--- src/design/idq_pkg.sv ---
// Purpose: Shared constants for the isolated input conditioning block.
// Assumes: A single 125 MHz clock named mclk.
// Notes: Register offsets are word indices on the plain register port.
package idq_pkg;
  // Clock rate and the one-microsecond tick.
  localparam int CLK_MHZ = 125;
  localparam int TICK_US = 1;
  localparam int TICK_CYCLES = CLK_MHZ * TICK_US;
  localparam int TICK_W = 7;
  localparam logic [TICK_W-1:0] TICK_LAST = 7'(TICK_CYCLES - 1);
  // Debounce setting.
  localparam int DEB_W = 8;
  localparam logic [7:0] DEB_MIN = 8'h01;
  localparam logic [7:0] DEB_RST = 8'h00;
  localparam int NUM_IN = 2;
  // Register addresses.
  localparam int ADDR_W = 4;
  localparam logic [3:0] REG_CTRL = 4'h0;
  localparam logic [3:0] REG_DEB0 = 4'h1;
  localparam logic [3:0] REG_DEB1 = 4'h2;
  localparam logic [3:0] REG_STAT = 4'h3;
  localparam logic [3:0] REG_TCNT0 = 4'h4;
  localparam logic [3:0] REG_TCNT1 = 4'h5;
  // Control field positions.
  localparam int CTL_MODE0 = 0;
  localparam int CTL_MODE1 = 1;
  localparam int CTL_STD0 = 4;
  localparam int CTL_STD1 = 6;
  localparam int CTL_STOP_EN = 8;
  localparam logic [31:0] CTRL_RST = 32'h0000_0100;
  localparam logic [31:0] CTRL_MASK = 32'h0000_01F3;
  // Status field positions.
  localparam int ST_LVL0 = 0;
  localparam int ST_LVL1 = 1;
  localparam int ST_SUP = 2;
  localparam int ST_LASER = 3;
  // Switching standards.
  typedef enum logic [1:0] {
    IDQ_STD_RS422 = 2'h0,
    IDQ_STD_TTL = 2'h1,
    IDQ_STD_12V = 2'h2,
    IDQ_STD_24V = 2'h3
  } idq_std_t;
endpackage

--- src/design/idq_sync.sv ---
// Purpose: Two flip-flop synchroniser for one level.
// Assumes: Input may be asynchronous to mclk.
// Notes: The first stage feeds only the second stage.
`timescale 1ns/10ps
module idq_sync (
  input wire logic mclk,
  input wire logic nrst,
  input wire logic din,
  output logic dout
);
  typedef struct packed {
    logic s1_ff;
    logic s2_ff;
  } idq_sync_st_t;
  idq_sync_st_t st_ff, nxt_st;

  // Shift the level through two stages.
  always_comb begin
    nxt_st.s1_ff = din;
    nxt_st.s2_ff = st_ff.s1_ff;
  end

  // Register the state.
  always_ff @(posedge mclk or negedge nrst) begin
    if (!nrst) begin
      st_ff <= '0;
    end else begin
      st_ff <= nxt_st;
    end
  end

  assign dout = st_ff.s2_ff;
endmodule // idq_sync

--- src/design/idq_deb.sv ---
// Purpose: Debounce filter for one synchronised input.
// Assumes: A one-cycle tick every microsecond.
// Notes: A level is accepted once it has held past the set count of ticks.
`timescale 1ns/10ps
module idq_deb (
  input wire logic mclk,
  input wire logic nrst,
  input wire logic tick,
  input wire logic lvl,
  input wire logic [7:0] deb_set,
  output logic clean,
  output logic rise
);
  typedef struct packed {
    logic prev_ff;
    logic clean_ff;
    logic rise_ff;
    logic [7:0] cnt_ff;
  } idq_deb_st_t;
  idq_deb_st_t st_ff, nxt_st;
  logic [7:0] limit;

  // Zero acts as the shortest setting.
  assign limit = (deb_set == 8'h00) ? idq_pkg::DEB_MIN : deb_set;

  // Restart on every raw change; accept at tick number limit plus one.
  // The first tick may come one cycle after a change, so accepting at tick number limit
  // would pass a pulse almost a microsecond shorter than the setting.
  always_comb begin
    nxt_st = st_ff;
    nxt_st.prev_ff = lvl;
    nxt_st.rise_ff = 1'b0;
    if (lvl != st_ff.prev_ff) begin
      nxt_st.cnt_ff = 8'h00;
    end else if (lvl == st_ff.clean_ff) begin
      nxt_st.cnt_ff = 8'h00;
    end else if (tick) begin
      if (st_ff.cnt_ff >= limit) begin
        nxt_st.clean_ff = lvl;
        nxt_st.rise_ff = lvl;
        nxt_st.cnt_ff = 8'h00;
      end else begin
        nxt_st.cnt_ff = st_ff.cnt_ff + 8'h01;
      end
    end
  end

  // Register the state.
  always_ff @(posedge mclk or negedge nrst) begin
    if (!nrst) begin
      st_ff <= '0;
    end else begin
      st_ff <= nxt_st;
    end
  end

  assign clean = st_ff.clean_ff;
  assign rise = st_ff.rise_ff;
endmodule // idq_deb

--- src/design/idq_top.sv ---
// Purpose: Conditions two isolated inputs and gates the laser on the stop supply.
// Assumes: Register port is synchronous to mclk; pins are synchronised here.
// Notes: Trigger pulses are one cycle long after a debounced rising edge.
`timescale 1ns/10ps
module idq_top (
  input wire logic mclk,
  input wire logic nrst,
  input wire logic iso_input_one,
  input wire logic iso_input_two,
  input wire logic laser_stop_supply,
  input wire logic laser_request,
  input wire logic [3:0] reg_addr,
  input wire logic [31:0] reg_wdata,
  input wire logic reg_wr,
  input wire logic reg_rd,
  output logic [31:0] reg_rdata,
  output logic [1:0] trig_pulse,
  output logic [1:0] gp_level,
  output logic [1:0] thr_sel_one,
  output logic [1:0] thr_sel_two,
  output logic laser_enable
);
  typedef struct packed {
    logic [31:0] ctrl_ff;
    logic [7:0] deb0_ff;
    logic [7:0] deb1_ff;
    logic [15:0] tcnt0_ff;
    logic [15:0] tcnt1_ff;
    logic [31:0] rdata_ff;
    logic [6:0] tick_cnt_ff;
    logic tick_ff;
    logic [1:0] trig_ff;
    logic laser_ff;
  } idq_top_st_t;
  idq_top_st_t st_ff, nxt_st;

  logic [1:0] raw_in;
  logic [1:0] sync_in;
  logic [1:0] clean;
  logic [1:0] rise;
  logic sup_sync;
  logic [7:0] deb_set [2];

  // Register read decode, used for the read data path.
  function automatic logic [31:0] rd_mux(input logic [3:0] a, input idq_top_st_t s,
      input logic [1:0] lv, input logic sp);
    logic [31:0] r;
    r = 32'h0000_0000;
    case (a)
      idq_pkg::REG_CTRL: r = s.ctrl_ff;
      idq_pkg::REG_DEB0: r = {24'h00_0000, s.deb0_ff};
      idq_pkg::REG_DEB1: r = {24'h00_0000, s.deb1_ff};
      idq_pkg::REG_STAT: r = {28'h000_0000, s.laser_ff, sp, lv};
      idq_pkg::REG_TCNT0: r = {16'h0000, s.tcnt0_ff};
      idq_pkg::REG_TCNT1: r = {16'h0000, s.tcnt1_ff};
      default: r = 32'h0000_0000;
    endcase
    return r;
  endfunction

  assign raw_in = {iso_input_two, iso_input_one};
  assign deb_set[0] = st_ff.deb0_ff;
  assign deb_set[1] = st_ff.deb1_ff;

  // Each input is synchronised then debounced on its own setting.
  generate
    for (genvar i = 0; i < idq_pkg::NUM_IN; i++) begin : g_in
      idq_sync u_sync (
        .mclk(mclk),
        .nrst(nrst),
        .din(raw_in[i]),
        .dout(sync_in[i])
      );
      idq_deb u_deb (
        .mclk(mclk),
        .nrst(nrst),
        .tick(st_ff.tick_ff),
        .lvl(sync_in[i]),
        .deb_set(deb_set[i]),
        .clean(clean[i]),
        .rise(rise[i])
      );
    end
  endgenerate

  // The stop supply is a level from a separate circuit, so it is synchronised too.
  idq_sync u_sup (
    .mclk(mclk),
    .nrst(nrst),
    .din(laser_stop_supply),
    .dout(sup_sync)
  );

  // Next state: tick, registers, triggers and the laser gate.
  always_comb begin
    nxt_st = st_ff;
    // Microsecond tick from the 125 MHz clock.
    if (st_ff.tick_cnt_ff == idq_pkg::TICK_LAST) begin
      nxt_st.tick_cnt_ff = 7'h00;
      nxt_st.tick_ff = 1'b1;
    end else begin
      nxt_st.tick_cnt_ff = st_ff.tick_cnt_ff + 7'h01;
      nxt_st.tick_ff = 1'b0;
    end
    // Register writes.
    if (reg_wr) begin
      case (reg_addr)
        idq_pkg::REG_CTRL: nxt_st.ctrl_ff = reg_wdata & idq_pkg::CTRL_MASK;
        idq_pkg::REG_DEB0: nxt_st.deb0_ff = reg_wdata[7:0];
        idq_pkg::REG_DEB1: nxt_st.deb1_ff = reg_wdata[7:0];
        idq_pkg::REG_TCNT0: nxt_st.tcnt0_ff = 16'h0000;
        idq_pkg::REG_TCNT1: nxt_st.tcnt1_ff = 16'h0000;
        default: nxt_st.ctrl_ff = st_ff.ctrl_ff;
      endcase
    end
    // Triggers only from inputs set to trigger mode; counting wins over a clear.
    nxt_st.trig_ff[0] = rise[0] & st_ff.ctrl_ff[idq_pkg::CTL_MODE0];
    nxt_st.trig_ff[1] = rise[1] & st_ff.ctrl_ff[idq_pkg::CTL_MODE1];
    if (nxt_st.trig_ff[0]) begin
      nxt_st.tcnt0_ff = ((reg_wr && reg_addr == idq_pkg::REG_TCNT0) ? 16'h0000 :
          st_ff.tcnt0_ff) + 16'h0001;
    end
    if (nxt_st.trig_ff[1]) begin
      nxt_st.tcnt1_ff = ((reg_wr && reg_addr == idq_pkg::REG_TCNT1) ? 16'h0000 :
          st_ff.tcnt1_ff) + 16'h0001;
    end
    // Laser gate: supply required while the interlock is enabled.
    nxt_st.laser_ff = laser_request &
        (sup_sync | ~st_ff.ctrl_ff[idq_pkg::CTL_STOP_EN]);
    // Read data stands one cycle after the strobe.
    nxt_st.rdata_ff = reg_rd ? rd_mux(reg_addr, st_ff, clean, sup_sync) : 32'h0000_0000;
  end

  // Register the state; interlock enabled at reset.
  always_ff @(posedge mclk or negedge nrst) begin
    if (!nrst) begin
      st_ff <= '0;
      st_ff.ctrl_ff <= idq_pkg::CTRL_RST;
    end else begin
      st_ff <= nxt_st;
    end
  end

  assign reg_rdata = st_ff.rdata_ff;
  assign trig_pulse = st_ff.trig_ff;
  assign gp_level = clean;
  // Threshold selects drive the analog comparator references.
  assign thr_sel_one = st_ff.ctrl_ff[idq_pkg::CTL_STD0 +: 2];
  assign thr_sel_two = st_ff.ctrl_ff[idq_pkg::CTL_STD1 +: 2];
  assign laser_enable = st_ff.laser_ff;
endmodule // idq_top

--- config.mk ---
export PLATFORM = sky130hd
export DESIGN_NAME = idq_top
export DESIGN_NICKNAME = d
export VERILOG_FILES = /design/src/design/idq_pkg.sv /design/src/design/idq_sync.sv /design/src/design/idq_deb.sv /design/src/design/idq_top.sv
export SDC_FILE = /design/constraint.sdc
export NUM_CORES = 1
export LEC_CHECK = 0
export BUFFER_PORTS_ARGS = -buffer_cell sky130_fd_sc_hd__buf_2
export CAP_MARGIN = 20
export CORE_MARGIN = 10
export CORE_UTILIZATION = 45
export CTS_CLUSTER_SIZE = 28
export DETAILED_ROUTE_END_ITERATION = 12
export PLACE_DENSITY_LB_ADDON = 0.08
export SYNTH_ARGS = -nofsm -noshare
export SYNTH_HDL_FRONTEND = slang
export SYNTH_SLANG_ARGS = --single-unit
--- constraint.sdc ---
create_clock -name mclk -period 5.3 [get_ports mclk]
set_input_delay 1.06 -clock mclk [delete_from_list [all_inputs] [get_ports mclk]]
set_output_delay 1.06 -clock mclk [all_outputs]
set_load 0.05 [all_outputs]
Word-level counts from Yosys, hierarchy flattened
Index checks and enable logic that the tools add are counted.
W data, S select, Z words.
Cells by class
  $mul: 0
  bitwise gates (word level): 9
  magnitude comparators: 2
  equality and inequality tests: 10
  multiplexer cells: 26
  reductions and logical operators: 18
  divide/modulo/power cells: 0
  shift operators: 0
  add/sub/neg operators: 5
Operator list (count)
  $mux W16: 6
  $pmux W16 S6: 1
  $mux W8: 9
  $mux W32: 2
  $add A16 B1 Y16 const B: 2
  $mux W9: 2
  $add A8 B1 Y8 const B: 2
  $ge A8 B8 Y1: 2
  $logic_not A8 Y1: 2
  $reduce_and A2 Y1: 5
  $eq A4 B2 Y1 const B: 2
  $eq A4 B3 Y1 const B: 2
  $reduce_and A4 Y1: 2
  $reduce_bool A2 Y1: 4
  $add A7 B1 Y7 const B: 1
  $eq A7 B7 Y1 const B: 1
  $mux W1: 6
  $reduce_bool A3 Y1: 2
  $not A1 Y1: 5
  $eq A4 B1 Y1 const B: 1
  $logic_not A4 Y1: 1
  $and A1 B1 Y1: 3
  $eq A1 B1 Y1: 2
  $logic_and A1 B1 Y1: 2
  other kinds (2): 3
Word-level totals
  register bits after elaboration: 126
  bits in writable memories: 0
  word-level logic and storage cells: 94
  latch bits: 0
  input bits: 44
  bits in read-only memories: 0
  memories kept: 0

Logic depth before layout (Yosys ltp)
Gate-level depths: netlist of the first run.
  depth after elaboration: 7
  gate-level depth with buffers: 12

By module
Synthesis of the first run repeated with hierarchy kept, for this count alone.
Second synthesis, totals
  cell total of the unflattened synthesis: 546
  area total of the unflattened synthesis: 5768.0 µm²
By module, submodules not included
  idq_top: sequential area each 2053.2 µm², area an instance 4033.9 µm², times used 1, cells an instance 372
  idq_deb (g_in[1].u_deb): sequential area each 275.3 µm², area an instance 799.5 µm², times used 1, cells an instance 84
  idq_deb (g_in[0].u_deb): sequential area each 275.3 µm², area an instance 784.5 µm², times used 1, cells an instance 84
  idq_sync: sequential area each 50.0 µm², area an instance 50.0 µm², times used 3, cells an instance 2

Least setup slack after synthesis of the first run
No wires, ideal clock.
  kind: input port to flip-flop
  start point: input port reg_addr[3]
  end point: register st_ff[69] (netlist name)
  required time: 5.179 ns
  buffers on the path: 2
  cell stages on the path: 12
  library setup time: 0.121 ns
  arrival time: 2.770 ns
  slack: 2.409 ns
  cells stage by stage: buf_2 -> nand2b_4 -> nor3_4 -> and2_1 -> buf_2 -> nor2b_1 -> ha_1 -> nand2_1 -> nor3_1 -> nand3_1 -> xor2_1 -> nor2_1
Between the ends
  word-level cells in the longest chain between the ends: 5
Ends and longest elaborated chain
  start: declaration: RTL line idq_top.sv:12  | input wire logic [3:0] reg_addr,
  $eq A4 B3 Y1 *: RTL line idq_top.sv:107, idq_top.sv:120
  $logic_and A1 B1 Y1: RTL line idq_top.sv:120  | nxt_st.tcnt0_ff = ((reg_wr && reg_addr == idq_pkg::REG_TCNT0) ? 16'h0000 :
  $mux W16: RTL line idq_top.sv:120
  $add A16 B1 Y16: RTL line idq_top.sv:121  | st_ff.tcnt0_ff) + 16'h0001;
  $mux W16: RTL line idq_top.sv:119  | if (nxt_st.trig_ff[0]) begin
  end signal: assignment: RTL line idq_top.sv:140  | st_ff <= nxt_st;
  end: declaration: RTL line idq_top.sv:35  | idq_top_st_t st_ff, nxt_st;
Every way passes the cells marked *; elsewhere a longest branch is shown, timed or not.
A chain may end at the register's enable or synchronous reset.

Final worst setup path of the first run
  start point: input port reg_addr[1]
  end point: register st_ff[53] (netlist name)
Between the ends
  word-level cells in the longest chain between the ends: 5
Ends and longest elaborated chain
  $eq A4 B3 Y1 *: RTL line idq_top.sv:107, idq_top.sv:124
  $logic_and A1 B1 Y1: RTL line idq_top.sv:124  | nxt_st.tcnt1_ff = ((reg_wr && reg_addr == idq_pkg::REG_TCNT1) ? 16'h0000 :
  $mux W16: RTL line idq_top.sv:124
  $add A16 B1 Y16: RTL line idq_top.sv:125  | st_ff.tcnt1_ff) + 16'h0001;
  $mux W16: RTL line idq_top.sv:123  | if (nxt_st.trig_ff[1]) begin
Marks and branches as above.

==> results of run 1 <==
==> path summary, 6_finish.rpt <==
kind	to	slack, ps	cells past startpoint
hold / removal	g_in[1].u_sync.dout	350	0
min in group asynchronous	st_ff[52]	850	1
setup / recovery	st_ff[53]	1870	10
max in group asynchronous	st_ff[99]	3380	2
hold reg to reg	g_in[1].u_sync.dout	350	0
setup reg to reg	g_in[1].u_deb.clean	2750	8
==> where the power goes <==
| group | leakage (nW) | total (W) | switching [W] | internal (W) |
|---|---|---|---|---|
| sequential | 1.45 | 0.000978 | 0.0000732 | 0.000905 |
| combinational | 1.27 | 0.000263 | 0.000168 | 0.0000951 |
| clock | 0.149 | 0.000700 | 0.000318 | 0.000382 |
==> synth_stat cells, types with 7 or more instances <==
library cell	instances
and3_1	8
a22oi_1	23
ha_1	22
nand4_1	7
buf_2	7
clkbuf_1	7
nor2b_1	8
nor2_1	48
xor2_1	26
nand2_1	41
nor3_1	8
buf_4	40
o21ai_0	10
xnor2_1	9
a21oi_1	8
dfrtp_1	109
o211ai_1	9
inv_1	22
mux2_2	25
nand3_1	23
==> area by class of cell <==
class / instances / share of cell area [%]
Sequential cell: 110 / 44.7
Multi-Input combinational cell: 367 / 41.7
Clock buffer: 10 / 3.88
Timing Repair Buffer: 46 / 3.82
Tap cell: 172 / 3.49
Inverter: 22 / 1.34
Clock inverter: 6 / 1.12
==> logic make-up after synthesis <==
family                   after synthesis
adder cells (fa/ha/maj)               22
AO/OA/AOI/OAI                         86
AND/OR/NAND/NOR                      182
other                                  1
XOR/XNOR                              35
buffers and inverters                 77
multiplexers                          26
flip-flops                           110
==> metal layers <==
layer | vias up | part of all wire (%) | GRT usage (%)
met5 | - | 0 | 0
met4 | 0 | 1.7 | 5.38
met3 | 13 | 4.1 | 4.01
met2 | 56 | 47 | 23.1
met1 | 1903 | 47 | 18.8
li1 | 1871 | - | -
==> flip-flops by register name (all words and copies together), names as in the netlist <==
name and cells:
g_in.u_sync.dout 2, u_sup.dout 1, thr_sel_one 2, st_ff 43
thr_sel_two 2, g_in.u_deb.clean 2, deb_set 16, g_in.u_deb.st_ff 18
laser_enable 1, reg_rdata 16, g_in.u_sync.nxt_st 2, g_in.u_deb.rise 2
u_sup.nxt_st 1, trig_pulse 2
==> through the flow <==
stage	hold slack (ps)	worst slack, ps	util, %
5_1_grt	359	1670	49.2
4_1_cts	356	1860	49.2
6_report	354	1870	49.2
3_3_place_gp	336	1620	46.8
2_1_floorplan	331	2410	-
3_5_place_dp	340	1490	46.8
==> metrics.md, run 1 <==
| Metric | Value |
|---|---|
| Post-CTS Hold Fix Bufs | `0` |
| Vias | `3843` |
| Flops & latches, synth | `110` |
| Post-synthesis mux area share | `5.12%` |
| Syn-to-layout area delta | `7.84%` |
| Antenna fix cells | `0` |
| Max Clk Rate | `291 MHz` |
| Non-filler instance count after layout | `733` |
| Setup CP Type | `primary input to register` |
| Largest family of logic cells by synthesized area | `simple AND/OR/NAND/NOR gates` |
| ANT nets after route | `0` |
| Top_reg_cell synth | `dfrtp_1` |
| Fin area | `6160 um^2` |
| CP cell instances | `buf_2 > nand2b_2 > nor2_4 > and2_0 > nor2b_1 > ha_1 > and3_1 > nand2_1 > xor2_1 > nor2_1` |
| Mapped Cells | `539` |
| Num CTS Buffers | `9` |
| Vias in the first global route | `3987` |
| Post-route DRC violation count | `0` |
| Lkg Pwr | `2.87 nW` |
| Clock latency on the worst-skew pair | `360 ps` |
| Buffers on Ports | `45` |
| CTS Buffer Depth | `2` |
| Critical Path RT | `5500 ps` |
| Core box area | `12500 um^2` |
| Multi-input gate area | `2570 um^2` |
| Worst-path fanout max | `17` |
| Critical Path Start | `reg_addr[1]` |
| CP Capture Type | `register` |
| Cell accounting for the most synthesized area | `dfrtp_1` |
| Total gr overflow | `0` |
| Compound-gate portion of the synthesized area | `11.3%` |
| Fill cells | `1216` |
| Share of the synthesized area in the top cell type | `47.7%` |
| CP top delay family | `simple AND/OR/NAND/NOR gates` |
| DR vias/cell | `5.24` |
| Dominant cells by area after synthesis | `dfrtp_1 48%, buf_4 5.3%, mux2_2 4.9%, ha_1 4.8%, xor2_1 4.0%` |
| Slew @ Worst Pin | `936 ps` |
| Synth warn | `0` |
| Max-cap viol count | `0` |
| Post-DP Area | `5860 um^2` |
| Row count | `41` |
| VDD IR max | `0.152 mV` |
| Die area | `17600 um^2` |
| XOR/XNOR Fraction of Synth Area | `5.36%` |
| Initial antenna violation count | `0` |
| Cell Area, Synth | `5720 um^2` |
| Tmin final | `3430 ps` |
| Final total power | `0.00194 W` |
| Clock Pin Slew Worst Setup and Hold Paths | `70 ps` |
| Clk sinks | `110` |
| Setup Buffers After CTS | `0` |
| DRT Pass-1 Iters | `6` |
| Commonest non-fill, non-tap cell in the layout | `dfrtp_1` |
| Crit path max-delay cell type | `and2_0` |
| Initial drt markers | `234` |
| Syn avg cell area | `10.6 um^2` |
| H-Tree Depth | `3` |
| Post-Synth Adder-Cell Area | `4.82%` |
| Post-CTS Resized | `0` |
| CTS tree | `done` |
| Die Span X | `133 um` |
| CP Buf/Inv Count | `1` |
| Reg2reg start | `deb_set[4]` |
| Hold_sp | `g_in[1].u_sync.nxt_st[0]` |
| Final Hold Fails | `0` |
| RSZ-0062 raised after global routing | `false` |
| FF/Latch Area | `2750 um^2` |
| Starting density of the core | `45.7%` |
| Post-Route WL | `12400 um` |
| Inst Count DP | `717` |
| Number of synthesized flops with an enable pin | `0` |
| CTS root buf | `clkbuf_16` |
| Setup TNS | `0 ps` |
| Avg WL per Cell | `17.0 um` |
| Share of layout cells above drive strength 1 | `19.6%` |
| All-layer global routing usage | `14.7%` |
| First-pass GRT wire length | `21000 um` |
| Layout Nets | `622` |
| Simple-Gate Fraction of Synth Area | `17.3%` |
| Cell variety after synth | `61` |
| GPL Wtd Cong | `0.780` |
| Status | `completed` |
| Clock Skew | `5.90 ps` |
| Crit start category | `primary input` |
| Sequential area share after synthesis | `48.2%` |
| Most frequent cells in the layout | `109 x dfrtp_1, 48 x nor2_1, 44 x buf_2, 41 x nand2_1, 26 x xor2_1` |
| Detail Placement HPWL | `9280 um` |
| Pin count of the biggest net entering global routing | `75` |
| Worst min path class | `register to register` |
| Power Dens Cells | `315 nW/um^2` |
| Die height | `133 um` |
| Largest stage delay on the critical path | `810 ps` |
| CP arrival | `3640 ps` |
| Top Ports | `85` |
| Max-slew violation count | `0` |
| Slew margin rel. | `36.7%` |
| Part of the cycle the worst path needs | `64.8%` |
| Ys async rst share | `100%` |
| Final setup fails | `0` |
Power figures use the tool's default switching activity.
==> run 2: changes to the inputs <==
ABC_AREA = 1   (was unset)
clock period = 3.6 ns   (was 5.3 ns; I/O delays follow)
==> run 2 against run 1 <==
Combinational power up 37%; sequential cell count unchanged; sequential power up 39%; routed wire length up 7.5%; critical path depth up 6; synthesized area up 6.3%; largest power group unchanged; count of clock-buffer cells in the layout unchanged; via count up 17%; core utilization down 0.14 points; design area up 5.5%.
==> metrics.md, run 2 <==
| Metric | Value |
|---|---|
| Status | `completed` |
| Syn-to-layout area delta | `7.00%` |
| Starting density of the core | `45.9% (+0.23 points)` |
| Row count | `42 (+2.4%)` |
| Core box area | `13200 um^2 (+5.8%)` |
| Most frequent cells in the layout | `161 x nand2_1, 109 x dfrtp_1, 96 x inv_1, 46 x o21ai_0, 45 x nand3_1` |
| Hold_sp | `g_in[0].u_sync.nxt_st[0]` |
| Top cells by instance count after synthesis | `161 x nand2_1, 109 x dfrtp_1, 96 x inv_1, 46 x o21ai_0, 45 x nand3_1` |
| CP arrival | `2560 ps (-1080 ps)` |
| Largest register by flop count | `st_ff` |
| Syn avg cell area | `8.48 um^2 (-20%)` |
| Setup CP Type | `primary input to register` |
| Clock Pin Slew Worst Setup and Hold Paths | `70 ps (about the same)` |
| Post-DP Area | `6230 um^2 (+6.4%)` |
| Post-CTS Resized | `0 (unchanged)` |
| Final Hold Fails | `0 (unchanged)` |
| Setup TNS | `0 ps (unchanged)` |
| Tmin final | `2310 ps` |
| Top_reg_cell synth | `dfrtp_1` |
| Flops & latches, synth | `110 (unchanged)` |
| Post-CTS Hold Fix Bufs | `0 (unchanged)` |
| CTS Buffer Depth | `2 (unchanged)` |
| RSZ-0062 raised after global routing | `false` |
| Post-route DRC violation count | `0 (unchanged)` |
| Reg2reg start | `deb_set[11]` |
| Crit start category | `primary input` |
| Power Dens Cells | `409 nW/um^2 (+30%)` |
| Cell-internal power | `0.00188 W (+36%)` |
| Number of synthesized flops with an enable pin | `0 (unchanged)` |
| Num CTS Buffers | `9 (unchanged)` |
| Commonest non-fill, non-tap cell in the layout | `nand2_1` |
| H-Tree Depth | `3 (unchanged)` |
| CP cell instances | `buf_2 > inv_1 > nor2_8 > nand3_4 > nand2_2 > inv_1 > ha_1 > nand2_1 > nand3b_4 > nor2_4 > nand2_1 > inv_1 > nand2_1 > nand2_1 > nand2_1 > inv_1` |
| P_sw | `0.000785 W (+40%)` |
| VDD IR max | `0.303 mV (+98%)` |
| DRT Pass-1 Iters | `4 (-2)` |
| Clk sinks | `110 (unchanged)` |
| Clk pwr share | `35.5% (-0.6 points)` |
| Cell variety after synth | `44 (-28%)` |
| Fin area | `6500 um^2 (+5.5%)` |
| Antenna fix cells | `0 (unchanged)` |
| Initial drt markers | `242 (+3.4%)` |
| CTS root buf | `clkbuf_16` |
| Part of the cycle the worst path needs | `64.0%` |
| Clock Skew | `8.68 ps (+2.77 ps)` |
| Max-slew violation count | `0 (unchanged)` |
| Most frequent cell after synthesis | `nand2_1` |
| All-layer global routing usage | `15.0% (+0.36 points)` |
| Cell Area, Synth | `6080 um^2 (+6.3%)` |
| Clock latency on the worst-skew pair | `360 ps (about the same)` |
| Synth warn | `0 (unchanged)` |
| Inst Count DP | `904 (+26%)` |
| Largest stage delay on the critical path | `330 ps (-480 ps)` |
| Slew @ Worst Pin | `731 ps (-205 ps)` |
| Max reg flops | `43 (unchanged)` |
| Lkg Pwr | `3.19 nW (+11%)` |
| Layout Nets | `805 (+29%)` |
| Avg WL per Cell | `14.5 um (-14%)` |
| Sw Ratio | `29.5% (+0.69 points)` |
| Ys async rst share | `100% (unchanged)` |
| Setup Buffers After CTS | `0 (unchanged)` |
| CP Buf/Inv Count | `5 (+4)` |
| CTS tree | `done` |
| Worst min path class | `register to register` |
| FF/Latch Area | `2750 um^2 (unchanged)` |
| Die Span X | `136 um (+2.6%)` |
| Top Ports | `85 (unchanged)` |
| DR vias/cell | `4.89 (-6.8%)` |
| Max-cap viol count | `0 (unchanged)` |
| Total gr overflow | `0 (unchanged)` |
| Vias in the first global route | `4545 (+14%)` |
| Cell accounting for the most synthesized area | `dfrtp_1` |
| Crit path max-delay cell type | `nand3_4` |
| Most frequent CP cell | `nand2_1` |
| Mapped Cells | `717 (+33%)` |
| CP Capture Type | `register` |
| Critical Path RT | `3850 ps (-1650 ps)` |
| Slew margin rel. | `51.3% (+15 points)` |
| Sequential share of power | `51.0% (+0.6 points)` |
| GPL Wtd Cong | `0.791 (+1.5%)` |
| ANT nets after route | `0 (unchanged)` |
| Dominant cells by area after synthesis | `dfrtp_1 45%, nand2_1 9.9%, inv_1 5.9%, buf_4 4.9%, ha_1 4.5%` |
| First-pass GRT wire length | `22200 um (+5.7%)` |
| Vias | `4497 (+17%)` |
| Combinational Power Share | `13.5% (about the same)` |
| Die area | `18600 um^2 (+5.4%)` |
| Multi-input gate area | `2620 um^2 (+2.1%)` |
| Fill cells | `1349 (+11%)` |
| Critical Path Start | `reg_addr[2]` |
| Share of layout cells above drive strength 1 | `13.7% (-5.9 points)` |
| Die height | `136 um (+2.6%)` |
| Pin count of the biggest net entering global routing | `58 (-23%)` |
| CP top delay family | `simple AND/OR/NAND/NOR gates` |
| Share of the synthesized area in the top cell type | `44.9% (-2.8 points)` |
| Worst-path fanout max | `23 (+6)` |
| Sequential area share after synthesis | `45.3% (-2.9 points)` |
| Post-Route WL | `13400 um (+7.5%)` |
| Detail Placement HPWL | `10300 um (+11%)` |
| Final setup fails | `0 (unchanged)` |
| Non-filler instance count after layout | `920 (+26%)` |
| Buffers on Ports | `45 (unchanged)` |
| Max Clk Rate | `434 MHz` |
| Largest regs | `st_ff x43, g_in.u_deb.st_ff x18` |
| Initial antenna violation count | `0 (unchanged)` |
[run 2: cell families after synthesis]
kind of cell,count (synthesis),share of synthesized area (%)
multiplexers,1,0.185
XOR/XNOR,34,4.90
flip-flops,110,45.3
AO/OA/AOI/OAI,97,8.87
adder cells (fa/ha/maj),22,4.53
other,1,0.0617
buffers and inverters,151,12.4
AND/OR/NAND/NOR,301,23.7
[run 2: final cells by class]
type                            count  area share [%]
Clock buffer                       10            3.52
Multi-Input combinational cell    471            40.4
Tap cell                          176            3.39
Clock inverter                      6           0.693
Inverter                          100            5.77
Sequential cell                   110            42.4
Timing Repair Buffer               47            3.93
[run 2: path summary, 6_finish.rpt]
| kind | to | slack (ps) | cells past startpoint |
|---|---|---|---|
| min | g_in[0].u_sync.dout | 360 | 0 |
| min reg2reg | g_in[0].u_sync.dout | 360 | 0 |
| max | st_ff[71] | 1290 | 16 |
| max reg2reg | g_in[0].u_deb.st_ff[1] | 1350 | 11 |
| max in group asynchronous | reg_rdata[2] | 2460 | 2 |
| min in group asynchronous | st_ff[9] | 410 | 1 |
[run 2: power by group through the flow]
stage,Sequential [W],Clock (W),Combinational (W)
6_report,0.00136,0.000946,0.000359
2_1_floorplan,0.00137,0,0.000283
4_1_cts,0.00136,0.000972,0.000365
3_3_place_gp,0.00138,0,0.000350
3_5_place_dp,0.00138,0,0.000364
5_1_grt,0.00136,0.00103,0.000404
[run 2: stage by stage]
| stage | power [W] | utilization, % | setup WS (ps) | hold slack, ps |
|---|---|---|---|---|
| floorplan | 0.00165 | - | 1240 | 331 |
| global placement | 0.00173 | 47.0 | 936 | 338 |
| detailed placement | 0.00174 | 47.0 | 913 | 339 |
| CTS | 0.00269 | 49.1 | 1300 | 359 |
| global route | 0.00279 | 49.1 | 1080 | 361 |
| finish | 0.00266 | 49.1 | 1290 | 355 |
[run 2: routing by layer]
layer	wire, um	track usage [%]
met1	5880	18.0
met2	6750	25.8
met3	600	4.35
met4	145	3.91
met5	0	0
==> run 3: changes to the inputs <==
ABC_AREA = 0   (was 1)
clock period = 1.9 ns   (was 3.6 ns; I/O delays follow)
==> run 3 against run 2 <==
The run now ends with negative setup slack left; first-iteration DRC count increased by 27%; routed wire length about the same; design area increased by 5.5%; highest routed layer unchanged.
==> metrics.md, run 3 (synthesis results as in run 1) <==
| Metric | Value |
|---|---|
| Top Ports | `85 (unchanged)` |
| Tmin final | `2260 ps` |
| Min Hold Slack | `14.5 ps (-341 ps)` |
| Worst-path fanout max | `7 (-70%)` |
| Met3 Wirelength | `564 um (-6.0%)` |
| Slew margin rel. | `63.7% (+12 points)` |
| Clk sinks | `110 (unchanged)` |
| Vias | `4167 (-7.3%)` |
| DR vias/cell | `5.20 (+6.4%)` |
| ANT nets after route | `0 (unchanged)` |
| Cell-internal power | `0.00410 W (+120%)` |
| Sequential share of power | `47.2% (-3.8 points)` |
| GPL Wtd Cong | `0.810 (+2.4%)` |
| Die Span X | `133 um (-2.6%)` |
| Setup TNS | `-5350 ps (-5350 ps)` |
| Num CTS Buffers | `9 (unchanged)` |
| Reg2reg start | `deb_set[4]` |
| Starting density of the core | `45.7% (-0.23 points)` |
| Part of the cycle the worst path needs | `119%` |
| Core box area | `12500 um^2 (-5.5%)` |
| RSZ-0062 raised after global routing | `true` |
| Most frequent cells in the layout | `109 x dfrtp_1, 66 x buf_4, 47 x nor2_1, 44 x buf_2, 37 x nand2_1` |
| Row count | `41 (-2.4%)` |
| Vias in the first global route | `4318 (-5.0%)` |
| Worst min path class | `primary input to async pin` |
| Pin count of the biggest net entering global routing | `37 (-36%)` |
| Syn-to-layout area delta | `20.1%` |
| Layout Nets | `690 (-14%)` |
| Max-slew violation count | `0 (unchanged)` |
| Detail Placement HPWL | `10400 um (+1.3%)` |
| FF/Latch Area | `2750 um^2 (unchanged)` |
| Max-cap viol count | `0 (unchanged)` |
| CP Capture Type | `register` |
| VDD IR max | `0.468 mV (+55%)` |
| Die height | `133 um (-2.6%)` |
| Failing checks | `negative setup slack` |
| Clock Pin Slew Worst Setup and Hold Paths | `70 ps (about the same)` |
| Highest metal used | `met4` |
| Post-Route WL | `13400 um (about the same)` |
| Largest regs | `st_ff x43, g_in.u_deb.st_ff x18` |
| Clock Skew | `5.49 ps (-3.19 ps)` |
| Initial antenna violation count | `0 (unchanged)` |
| Die area | `17600 um^2 (-5.1%)` |
| First-pass GRT wire length | `22300 um (+0.28%)` |
| DRT Pass-1 Iters | `5 (+1)` |
| Commonest non-fill, non-tap cell in the layout | `dfrtp_1` |
| Fill cells | `1146 (-15%)` |
| CP arrival | `2530 ps (-30 ps)` |
| Core Util, Final | `54.8% (+5.7 points)` |
| Buffers on Ports | `45 (unchanged)` |
| Combinational Power Share | `18.7% (+5.2 points)` |
| Multi-input gate area | `2720 um^2 (+3.7%)` |
| Avg WL per Cell | `16.7 um (+15%)` |
| Final Worst Setup Slack | `-362 ps (-1660 ps)` |
| CTS tree | `done` |
| Dpl ws | `-406 ps (-1320 ps)` |
| CTS Buffer Depth | `2 (unchanged)` |
| Power Dens Cells | `833 nW/um^2 (+100%)` |
| Critical Path RT | `2170 ps (-1680 ps)` |
| WL met1 | `6180 um (+5.2%)` |
| Status | `complete, but fails checks` |
| Met2 wire length | `6370 um (-5.5%)` |
| Share of layout cells above drive strength 1 | `32.0% (+18 points)` |
| Slew @ Worst Pin | `545 ps (-186 ps)` |
| All-layer global routing usage | `15.7% (+0.63 points)` |
| Max Clk Rate | `442 MHz` |
| Final Hold Fails | `0 (unchanged)` |
| Clock latency on the worst-skew pair | `350 ps (about the same)` |
| Fin area | `6860 um^2 (+5.5%)` |
| Post-route DRC violation count | `0 (unchanged)` |
| Post-CTS Hold Fix Bufs | `0 (unchanged)` |
| Largest register by flop count | `st_ff` |
| Final setup fails | `20 (+20)` |
| Antenna fix cells | `0 (unchanged)` |
| CTS root buf | `clkbuf_16` |
| Clk pwr share | `34.1% (-1.4 points)` |
| H-Tree Depth | `3 (unchanged)` |
| Initial drt markers | `307 (+27%)` |
| Crit start category | `register` |
| P_sw | `0.00162 W (+110%)` |
| Critical Path Start | `deb_set[4]` |
| Sw Ratio | `28.3% (-1.2 points)` |
| Max reg flops | `43 (unchanged)` |
| Total gr overflow | `0 (unchanged)` |
| Setup CP Type | `register to register` |
| Post-DP Area | `6450 um^2 (+3.5%)` |
| Lkg Pwr | `3.25 nW (+1.8%)` |
==> run 3: cell type report <==
type / count / share of cell area [%]
Sequential cell: 110 / 40.1
Multi-Input combinational cell: 367 / 39.6
Timing Repair Buffer: 114 / 11.3
Clock buffer: 12 / 3.74
Tap cell: 172 / 3.14
Inverter: 22 / 1.20
Clock inverter: 4 / 0.802
==> run 3: per-stage QoR <==
stage / power (W) / std cells
2_1_floorplan: 0.00334 / 554
3_3_place_gp: 0.00373 / 783
3_5_place_dp: 0.00376 / 783
4_1_cts: 0.00577 / 800
5_1_grt: 0.00599 / 801
6_report: 0.00572 / 801
==> run 3: routing by layer <==
metal,GRT usage (%),up-vias
li1,-,1999
met5,0,-
met4,5.44,0
met1,20.4,2067
met3,3.26,18
met2,25.3,83
==> run 3: final timing paths <==
kind	to	slack, ps	depth (start not counted)
min reg2reg	g_in[0].u_sync.dout	350	0
min in group mclk	g_in[1].u_sync.nxt_st[0]	130	1
max in group asynchronous	g_in[0].u_deb.st_ff[5]	1270	2
min	st_ff[53]	10	1
max	g_in[1].u_deb.st_ff[6]	-360	9
max reg2reg	g_in[1].u_deb.st_ff[6]	-360	9
==> run 3: repair_timing <==
action	in CTS	in global routing
resized for setup	14	3
pin swaps	18	6
setup buffers	1	1
endpoints found under the setup margin	20	20
==> run 3: critical path, stage by stage, from the launching register on <==
cell and delay [ps]:
dfrtp_1 390, nor4_2 290, a41o_1 210, ha_1 220, nand2b_4 130, a211o_1 330, a21oi_4 190, buf_6 150
o21ai_4 90, o211ai_1 180
==> run 3: power groups by stage <==
stage / registers, W / logic (W) / clock network [W]
after floorplan: 0.00270 / 0.000641 / 0
after global placement: 0.00273 / 0.00100 / 0
after detailed placement: 0.00274 / 0.00103 / 0
after CTS: 0.00269 / 0.00107 / 0.00201
after global routing: 0.00272 / 0.00117 / 0.00210
final: 0.00270 / 0.00107 / 0.00195
